File: src/logic/pacc_pkg.sv
// Package for the pulse accumulator and timer flag group two block.
// Assumes a 50 MHz bus clock and APB register access with 32-bit data.
package pacc_pkg;
    // ==========================================================
    // Register byte addresses (index times four)
    localparam int unsigned IDX_MASK_TWO  = 'h24;
    localparam int unsigned IDX_FLAGS_TWO = 'h25;
    localparam int unsigned IDX_CONTROL   = 'h26;
    localparam int unsigned IDX_COUNT     = 'h27;
    localparam logic [11:0] ADDR_MASK_TWO  = 12'(IDX_MASK_TWO * 4);
    localparam logic [11:0] ADDR_FLAGS_TWO = 12'(IDX_FLAGS_TWO * 4);
    localparam logic [11:0] ADDR_CONTROL   = 12'(IDX_CONTROL * 4);
    localparam logic [11:0] ADDR_COUNT     = 12'(IDX_COUNT * 4);
    // ==========================================================
    // Field positions
    localparam int BIT_WRAP    = 7;
    localparam int BIT_TICK    = 6;
    localparam int BIT_OVF     = 5;
    localparam int BIT_EDGE    = 4;
    localparam int BIT_ENABLE  = 6;
    localparam int BIT_GATED   = 5;
    localparam int BIT_EDGESEL = 4;
    localparam int BIT_SHARE   = 2;
    localparam logic [7:0] FLAG_IMPL_MASK = 8'hF0;
    localparam logic [7:0] MASK_IMPL_MASK = 8'hF3;
    localparam logic [7:0] CTRL_IMPL_MASK = 8'h77;
    // ==========================================================
    // Reset values
    localparam logic [7:0] RST_MASK_TWO  = 8'h00;
    localparam logic [7:0] RST_FLAGS_TWO = 8'h00;
    localparam logic [7:0] RST_CONTROL   = 8'h00;
    // ==========================================================
    // Timing
    localparam int TICK_BASE_LOG2 = 13;
    localparam int GATE_DIV       = 64;
    localparam int TICK_DIV_W     = TICK_BASE_LOG2 + 3;

    typedef struct packed {
        logic       enable;
        logic       gated;
        logic       edgeSel;
        logic       shareSel;
        logic [1:0] rateSel;
    } pacc_ctrl_t;
endpackage

File: src/logic/pacc_top.sv
// Pulse accumulator, timer flag group two and periodic tick divider.
// Assumes an APB master on clk; pulse input is asynchronous to clk.
// Function
// - Flags clear only on written ones
// - Timer wrap sets flag bit 7
// - Each periodic interval sets tick flag
// - Flag bits three to zero read zero
// - Masked-on flag raises interrupt request
// - Tick from clock over two^13
// - Control bits 7 and 3 read zero
// - Eight-bit counter, event or gated mode
// - Gated mode counts clock over 64
// - Edge select picks falling or rising
// - Edge select picks inhibiting level
// - Enable bit activates accumulator
// - Share bit picks capture or compare
// - Counter survives reset, always accessible
// - Counter readable while gated off
// - Increments never collide with reads
// - Counter rollover sets overflow flag
// - Rate bits select 2^13 to 2^16
// - Interval timed from previous timeout
// - First flag after full interval
// - Selected edge sets edge flag
//
// The APB slave port was left to the implementer.
`timescale 1ns/1ps
`default_nettype none
module pacc_top
    import pacc_pkg::*;
#(
    parameter int TICK_SHIFT = TICK_BASE_LOG2   // Shorten for simulation
) (
    input  wire logic        clk,         // Bus clock, 50 MHz
    input  wire logic        rst_n,       // Synchronous reset, low
    input  wire logic        psel,        // APB select
    input  wire logic        penable,     // APB access phase
    input  wire logic        pwrite,      // APB direction
    input  wire logic [11:0] paddr,       // APB byte address
    input  wire logic [31:0] pwdata,      // APB write data
    output logic      [31:0] prdata,      // APB read data
    output logic             pready,      // APB ready
    output logic             pslverr,     // APB error
    input  wire logic        timerWrap,   // Pulse from main timer wrap
    input  wire logic        pulseInput,  // External pulse pin
    output logic             irqReq,      // Interrupt request
    output logic             captureSel   // High: capture four, low: compare five
);
    import pacc_pkg::*;

    // ==========================================================
    // Registers
    logic [7:0]  maskReg, flagsReg, ctrlReg, countReg;
    logic [7:0]  flagsNext, countNext;
    logic [1:0]  pinSync;
    logic        pinPrev;
    logic [15:0] tickDivReg;
    logic [5:0]  gateDivReg;
    logic        wrBusyReg;
    pacc_ctrl_t  ctrl;

    assign ctrl = '{enable: ctrlReg[BIT_ENABLE], gated: ctrlReg[BIT_GATED],
                    edgeSel: ctrlReg[BIT_EDGESEL], shareSel: ctrlReg[BIT_SHARE],
                    rateSel: ctrlReg[1:0]};

    // ==========================================================
    // APB decode: no wait state; read data is taken in setup, writes land in the access cycle
    wire access   = psel && penable && wrBusyReg;
    wire hitMask  = paddr == ADDR_MASK_TWO;
    wire hitFlags = paddr == ADDR_FLAGS_TWO;
    wire hitCtrl  = paddr == ADDR_CONTROL;
    wire hitCount = paddr == ADDR_COUNT;
    wire hitAny   = hitMask | hitFlags | hitCtrl | hitCount;
    wire wrEn     = access && pwrite && hitAny;
    wire [7:0] wByte = pwdata[7:0];
    wire [7:0] rdByte = hitMask  ? maskReg :
                        hitFlags ? (flagsReg & FLAG_IMPL_MASK) :
                        hitCtrl  ? (ctrlReg & CTRL_IMPL_MASK) :
                        hitCount ? countReg : 8'h00;

    always_ff @(posedge clk) begin
        if (!rst_n) begin
            wrBusyReg <= 1'b0;
            pready    <= 1'b0;
            pslverr   <= 1'b0;
            prdata    <= 32'h0000_0000;
        end else begin
            wrBusyReg <= psel && !penable;
            pready    <= psel && !penable;
            pslverr   <= psel && !penable && !hitAny;
            prdata    <= (psel && !penable && !pwrite) ? {24'h000000, rdByte} : 32'h0000_0000;
        end
    end

    // ==========================================================
    // Periodic tick: free-running, restarts at each timeout and with reset
    wire [15:0] tickLen = 16'(1) << (TICK_SHIFT + int'(ctrl.rateSel));
    wire        tickHit = (tickDivReg >= tickLen - 16'h0001);

    always_ff @(posedge clk) begin
        if (!rst_n) begin
            tickDivReg <= 16'h0000;
        end else if (tickHit) begin
            tickDivReg <= 16'h0000;
        end else begin
            tickDivReg <= tickDivReg + 16'h0001;
        end
    end

    // ==========================================================
    // Pulse input sync, edge and gate
    always_ff @(posedge clk) begin
        if (!rst_n) begin
            gateDivReg <= 6'h00;
        end else begin
            gateDivReg <= gateDivReg + 6'h01;
        end
    end

    // No reset on the sampler: a pin idling high must not look like an edge
    always_ff @(posedge clk) begin
        pinSync <= {pinSync[0], pulseInput};
        pinPrev <= pinSync[1];
    end

    wire pin      = pinSync[1];
    // Input may toggle at most at half the clock; faster pulses are missed
    wire edgeSeen = ctrl.edgeSel ? (pin && !pinPrev) : (!pin && pinPrev);
    wire gateOpen = ctrl.edgeSel ? !pin : pin;
    wire gateTick = gateDivReg == 6'(GATE_DIV - 1);
    wire evEdge   = ctrl.enable && edgeSeen;
    wire bump     = ctrl.enable && (ctrl.gated ? (gateOpen && gateTick) : edgeSeen);
    wire rollOver = bump && countReg == 8'hFF;

    // ==========================================================
    // Counter: no reset; a bus write takes priority over an increment
    always_comb begin
        countNext = countReg;
        if (wrEn && hitCount) begin
            countNext = wByte;
        end else if (bump) begin
            countNext = countReg + 8'h01;
        end
    end

    always_ff @(posedge clk) begin
        countReg <= countNext;
    end

    // ==========================================================
    // Flags: set wins over a simultaneous clear
    wire [7:0] setVec = {timerWrap, tickHit, rollOver, evEdge, 4'h0};
    wire [7:0] clrVec = (wrEn && hitFlags) ? wByte : 8'h00;
    assign flagsNext = ((flagsReg & ~clrVec) | setVec) & FLAG_IMPL_MASK;

    always_ff @(posedge clk) begin
        if (!rst_n) begin
            maskReg  <= RST_MASK_TWO;
            flagsReg <= RST_FLAGS_TWO;
            ctrlReg  <= RST_CONTROL;
            irqReq   <= 1'b0;
            captureSel <= 1'b0;
        end else begin
            flagsReg <= flagsNext;
            if (wrEn && hitMask) begin
                maskReg <= wByte & MASK_IMPL_MASK;
            end
            if (wrEn && hitCtrl) begin
                ctrlReg <= wByte & CTRL_IMPL_MASK;
            end
            irqReq     <= |(flagsNext & maskReg & FLAG_IMPL_MASK);
            captureSel <= (wrEn && hitCtrl) ? wByte[BIT_SHARE] : ctrl.shareSel;
        end
    end

    // ==========================================================
    // Check helpers
    // The counter has no reset, so count checks wait for its first write
    logic countKnownReg;

    always_ff @(posedge clk) begin
        if (!rst_n) begin
            countKnownReg <= 1'b0;
        end else if (wrEn && hitCount) begin
            countKnownReg <= 1'b1;
        end
    end

    wire countWr = wrEn && hitCount;

    // ==========================================================
    // Checks: bus handshake, read data and register writes
    a_ready_after_setup: assert property (
        @(posedge clk) disable iff (!rst_n)
        (psel && !penable)
        |=> pready)
        else $error("ready missing after setup");

    a_ready_one_cycle: assert property (
        @(posedge clk) disable iff (!rst_n)
        pready
        |=> !pready)
        else $error("ready held too long");

    a_slverr_with_ready: assert property (
        @(posedge clk) disable iff (!rst_n)
        pslverr
        |-> pready)
        else $error("error without ready");

    a_rdata_idle_zero: assert property (
        @(posedge clk) disable iff (!rst_n)
        !pready
        |-> prdata == 32'h0000_0000)
        else $error("read data outside transfer");

    a_rdata_upper_zero: assert property (
        @(posedge clk) disable iff (!rst_n)
        pready
        |-> prdata[31:8] == 24'h000000)
        else $error("upper read data set");

    a_flags_read_value: assert property (
        @(posedge clk) disable iff (!rst_n)
        (psel && !penable && !pwrite && hitFlags)
        |=> prdata[7:0] == ($past(flagsReg) & FLAG_IMPL_MASK))
        else $error("flag read value wrong");

    a_count_read_value: assert property (
        @(posedge clk) disable iff (!rst_n)
        (psel && !penable && !pwrite && hitCount && countKnownReg)
        |=> prdata[7:0] == $past(countReg))
        else $error("count read value wrong");

    a_mask_write_lands: assert property (
        @(posedge clk) disable iff (!rst_n)
        (wrEn && hitMask)
        |=> maskReg == ($past(wByte) & MASK_IMPL_MASK))
        else $error("mask write lost");

    a_ctrl_write_lands: assert property (
        @(posedge clk) disable iff (!rst_n)
        (wrEn && hitCtrl)
        |=> ctrlReg == ($past(wByte) & CTRL_IMPL_MASK))
        else $error("control write lost");

    a_low_bits_zero: assert property (
        @(posedge clk) disable iff (!rst_n)
        flagsReg[3:0] == 4'h0
        && ctrlReg[7] == 1'b0 && ctrlReg[3] == 1'b0)
        else $error("unimplemented bits set");

    a_share_follows: assert property (
        @(posedge clk) disable iff (!rst_n)
        captureSel ==
        ctrlReg[BIT_SHARE])
        else $error("share select mismatch");

    // ==========================================================
    // Checks: flags, interrupt request and tick divider
    a_flag_clear_one: assert property (
        @(posedge clk) disable iff (!rst_n)
        (wrEn && hitFlags && wByte[BIT_OVF] && !rollOver)
        |=> !flagsReg[BIT_OVF])
        else $error("overflow flag not cleared");

    a_flag_keep_zero: assert property (
        @(posedge clk) disable iff (!rst_n)
        (wrEn && hitFlags && !wByte[BIT_EDGE] && flagsReg[BIT_EDGE])
        |=> flagsReg[BIT_EDGE])
        else $error("edge flag lost on zero write");

    a_no_stray_set: assert property (
        @(posedge clk) disable iff (!rst_n)
        (setVec == 8'h00)
        |=> (flagsReg & ~$past(flagsReg)) == 8'h00)
        else $error("flag set without event");

    a_wrap_sets: assert property (
        @(posedge clk) disable iff (!rst_n)
        timerWrap
        |=> flagsReg[BIT_WRAP])
        else $error("wrap flag missing");

    a_tick_sets: assert property (
        @(posedge clk) disable iff (!rst_n)
        tickHit
        |=> flagsReg[BIT_TICK])
        else $error("tick flag missing");

    a_irq_follows: assert property (
        @(posedge clk) disable iff (!rst_n)
        irqReq ==
        $past(|(flagsNext & maskReg)))
        else $error("irq mismatch");

    a_irq_masked_off: assert property (
        @(posedge clk) disable iff (!rst_n)
        ((maskReg & FLAG_IMPL_MASK) == 8'h00)
        |=> !irqReq)
        else $error("irq with all enables off");

    a_overflow_sets: assert property (
        @(posedge clk) disable iff (!rst_n)
        rollOver
        |=> flagsReg[BIT_OVF])
        else $error("overflow flag missing");

    a_edge_flag: assert property (
        @(posedge clk) disable iff (!rst_n)
        evEdge
        |=> flagsReg[BIT_EDGE])
        else $error("edge flag missing");

    a_disabled_quiet: assert property (
        @(posedge clk) disable iff (!rst_n)
        (!ctrl.enable && !flagsReg[BIT_EDGE] && !flagsReg[BIT_OVF])
        |=> !flagsReg[BIT_EDGE] && !flagsReg[BIT_OVF])
        else $error("flag set while disabled");

    a_first_tick: assert property (
        @(posedge clk) disable iff (!rst_n)
        $rose(rst_n)
        |-> tickDivReg == 16'h0000)
        else $error("tick divider not restarted");

    a_tick_restart: assert property (
        @(posedge clk) disable iff (!rst_n)
        tickHit
        |=> tickDivReg == 16'h0000)
        else $error("tick divider not cleared");

    a_tick_free_run: assert property (
        @(posedge clk) disable iff (!rst_n)
        !tickHit
        |=> tickDivReg == $past(tickDivReg) + 16'h0001)
        else $error("tick divider stalled");

    // ==========================================================
    // Checks: counter and gate divider
    a_count_write_lands: assert property (
        @(posedge clk) disable iff (!rst_n)
        countWr
        |=> countReg == $past(wByte))
        else $error("count write lost");

    a_overflow_roll: assert property (
        @(posedge clk) disable iff (!rst_n)
        (bump && countReg == 8'hFF && !countWr)
        |=> countReg == 8'h00 && flagsReg[BIT_OVF])
        else $error("rollover not flagged");

    a_event_bump: assert property (
        @(posedge clk) disable iff (!rst_n)
        (ctrl.enable && !ctrl.gated && edgeSeen && countKnownReg && !countWr)
        |=> countReg == $past(countReg) + 8'h01)
        else $error("edge not counted");

    a_gated_bump: assert property (
        @(posedge clk) disable iff (!rst_n)
        (ctrl.enable && ctrl.gated && gateOpen && gateTick && countKnownReg && !countWr)
        |=> countReg == $past(countReg) + 8'h01)
        else $error("gated tick not counted");

    a_gated_count: assert property (
        @(posedge clk) disable iff (!rst_n)
        (ctrl.enable && ctrl.gated && !gateTick && countKnownReg && !countWr)
        |=> $stable(countReg))
        else $error("gated count off divider");

    a_gate_shut: assert property (
        @(posedge clk) disable iff (!rst_n)
        (ctrl.enable && ctrl.gated && !gateOpen && countKnownReg && !countWr)
        |=> $stable(countReg))
        else $error("count moved while inhibited");

    a_disabled_hold: assert property (
        @(posedge clk) disable iff (!rst_n)
        (!ctrl.enable && countKnownReg && !countWr)
        |=> $stable(countReg))
        else $error("counter moved while disabled");

    a_gate_div_wrap: assert property (
        @(posedge clk) disable iff (!rst_n)
        gateTick
        |=> gateDivReg == 6'h00)
        else $error("gate divider not wrapped");
endmodule // pacc_top
`default_nettype wire

File: config.mk
export PLATFORM = sky130hd
export DESIGN_NAME = pacc_top
export DESIGN_NICKNAME = d
export VERILOG_FILES = /design/src/logic/pacc_pkg.sv /design/src/logic/pacc_top.sv
export SDC_FILE = /design/constraint.sdc
export NUM_CORES = 1
export LEC_CHECK = 0
export BUFFER_PORTS_ARGS = -buffer_cell sky130_fd_sc_hd__buf_2
export CORE_ASPECT_RATIO = 0.6
export CORE_MARGIN = 3
export CORE_UTILIZATION = 43
export CTS_CLUSTER_DIAMETER = 120
export DETAILED_ROUTE_END_ITERATION = 10
export MAX_ROUTING_LAYER = met4
export PLACE_DENSITY_LB_ADDON = 0.1
export SLEW_MARGIN = 30
export SYNTH_ARGS = -nofsm -noshare
export SYNTH_HDL_FRONTEND = slang
export SYNTH_SLANG_ARGS = --single-unit
File: constraint.sdc
create_clock -name clk -period 2.06 [get_ports clk]
set_input_delay 0.103 -clock clk [delete_from_list [all_inputs] [get_ports clk]]
set_output_delay 0.103 -clock clk [all_outputs]
set_load 0.05 [all_outputs]
==> out/metrics.yaml <==
floorplan:
  row_count: 23
  start_util_pct: 45.4
  die_x_um: 116
  io_pins: 87
  dieArea_um2: 8280
  coreArea_um2: 6820
  die-height_um: 71.7
power:
  swShare_pct: 23.5
  share_comb_of_total_power_pct: 8.0
  ir_drop_mv: 0.486
  power_frac_clock_pct: 50.3
  p_sw_uw: 697
  power.total_mw: 2.96
  pwr_density_cell_nw_per_um2: 798
  p_int_mw: 2.26
  seq_power_share_pct: 41.7
  leakage_nw: 1.59
setup_path:
  worstSetupEndpointType: "flop"
  crit_slowest_cell: "dfxtp_1"
  path_class: "reg -> reg"
  arrival_ns: 2.02
  cp_data_required_time_ns: 2.28
  critPathMaxFanout: 6
  path_buf_inv: 0
  cp_slowest_stage_delay_ns: 0.38
  crit_chain: "ha_1 > o211ai_1 > a21oi_1 > o311ai_1 > a31oi_1 > a211o_1"
  crit_path_start_kind: "flop"
  cp_top_family: "compound AO/OA/AOI/OAI gates"
final_layout:
  antenna_cells: 0
  layout-drive-gt1-share_pct: 20.3
  nets: 454
  final_common_cell: "nor2_1"
  final_cell_mix: "58 x nor2_1, 52 x dfxtp_1, 38 x buf_2"
  syn_to_final_growth_pct: 19.9
  num-fill-cells: 629
synth:
  ys_types: 53
  synth-seq-cells: 61
  synth_flop_cell: "dfxtp_1"
  yosysSeqAreaShare_pct: 42.1
  async_reset_ff_share_pct: 0
  synth_area_per_cell_um2: 9.64
  netlist_instances: 321
  synth_warnings: 0
  synth_area_um2: 3090
  synth_edf_count: 8
clocking:
  clock_path_buffers: 2
  post-cts-setup-buffers: 0
  cts.clk_slew.worst_paths_ns: 0.05
  cts_buffers: 9
  htree_levels: 3
  clock_latency_ns: 0.33
  tritoncts: "yes"
  cts_sinks: 61
  cts_root_buf: "clkbuf_16"
placement:
  routabilityCongestion: 0.804
  hpwl_mm: 5.12
  numPortBuffers: 38
detailed_routing:
  drc_errors: 0
  viasPerCell: 4.96
  vias: 2363
  wl_mm: 6.72
  drt_iter0_drc: 145
  first_pass_iters: 4
  post_drt_wl_per_cell_um: 14.1
  drtAntennaViolNets: 0
timing:
  tns_ns: 0
  hold_viol_final: 0
  skew_ns: 0.00499
  min_period_ns: 1.80
  fmax_mhz: 555
  drv_slew: 0
  fin_crit_sh_pct: 87.5
  setup_viol: 0
  rsz0062_at_grt: "no"
grt:
  grt_pass1_vias: 2140
  grt_overflow: 0
  grt_usage_pct: 18.0
  grt_max_degree: 19
  antenna_found_initial: 0
  grt_pass1_wl_mm: 10.8
worst_hold_path:
  hold_class: "in -> reg"
outcome:
  status: "finished clean"
job:
  drv_cap: 0
-- power by group through the flow --
stage	clock, mW	sequential [mW]	combinational [mW]
CTS	1.52	1.23	0.237
global route	1.58	1.23	0.257
floorplan	0	1.26	0.201
detailed placement	0	1.26	0.235
finish	1.49	1.23	0.237
global placement	0	1.26	0.233
-- Yosys cell counts, types with 2 or more instances --
library cell | instances | share of area, %
and4b_1 | 2 | 0.65
a31oi_1 | 6 | 1.2
nor2_1 | 58 | 7.0
inv_1 | 8 | 0.97
mux4_2 | 3 | 2.2
and2_1 | 2 | 0.40
and3_1 | 2 | 0.40
nand2_1 | 11 | 1.3
dfxtp_1 | 53 | 34
buf_6 | 2 | 0.73
clkbuf_1 | 5 | 0.61
or3_1 | 2 | 0.40
nand3_1 | 18 | 2.9
xor2_1 | 15 | 4.2
nor3_1 | 4 | 0.65
buf_4 | 24 | 5.8
nor2b_1 | 4 | 0.81
a211oi_1 | 2 | 0.49
edfxtp_1 | 8 | 7.8
nor4_4 | 2 | 1.4
ha_1 | 18 | 7.3
o21ai_0 | 2 | 0.32
a21oi_1 | 11 | 1.8
xnor2_1 | 10 | 2.8
nand4_1 | 7 | 1.4
mux2i_1 | 15 | 4.9
-- metrics by stage --
step           utilization (%)  setup slack, ns  hold WS, ns  std cells  cell area (µm²)
2_1_floorplan                -           0.0216        0.131        355             3220
3_3_place_gp              49.7            0.182        0.206        460             3390
3_5_place_dp              49.7            0.180        0.217        460             3390
4_1_cts                   54.3            0.191       0.0368        476             3700
5_1_grt                   54.4           0.0611       0.0516        476             3710
6_report                  54.4            0.258       0.0400        476             3710
-- layer usage --
metal	vias up	GRT usage (%)	wire length, µm
met5	-	-	0
met4	0	6.25	87
met3	11	7.68	680
met2	90	21.7	2340
met1	1062	26.2	3610
li1	1200	-	-
-- state kept, by name (all words and copies together) (netlist names) --
signal / flops
pinSync: 2
gateDivReg: 6
maskReg: 6
tickDivReg: 16
prdata: 8
wrBusyReg: 1
ctrlReg: 6
pslverr: 1
flagsReg: 4
countReg: 8
captureSel: 1
irqReq: 1
pinPrev: 1
-- worst register-to-register path, cell delays in order, from the launching register on --
cell	delay [ns]
dfxtp_1	0.38
ha_1	0.32
o211ai_1	0.09
a21oi_1	0.10
o311ai_1	0.38
a31oi_1	0.17
a211o_1	0.25
-- area by class of cell --
class / instances / area [µm²] / area share, %
clock inverter: 2 / 12.5 / 0.337
tap: 87 / 109 / 2.93
multi-input combinational: 252 / 1660 / 44.8
timing repair buffer: 52 / 298 / 8.03
clock buffer: 13 / 293 / 7.89
inverter: 9 / 33.8 / 0.911
sequential: 61 / 1300 / 35.1
-- path summary, 6_finish.rpt --
kind                                    start          to  slack (ns)  cells after the start
worst max-delay path            tickDivReg[2]      irqReq        0.26                      6
worst min-delay path                pwdata[0]  maskReg[0]        0.04                      3
worst max register to register  tickDivReg[2]      irqReq        0.26                      6
worst min register to register     pinSync[0]  pinSync[1]        0.35                      0
-- logic make-up after synthesis --
logic type / share of synthesized area [%]
buffers and inverters: 8.53
muxes: 7.88
and+or+nand+nor: 20.1
adders and majority gates: 7.28
other: 0.121
AOI/OAI and AO/OA: 7.00
DFF: 42.1
xor gates and xnor gates: 7.08
-- repair_timing --
item | 4_1_cts | 5_1_grt
endpoints found under the setup margin | 0 | 5
hold endpoints to repair | 1 | 0
resized for setup | 0 | 1
hold buffers | 1 | 0
Power figures use the tool's default switching activity.
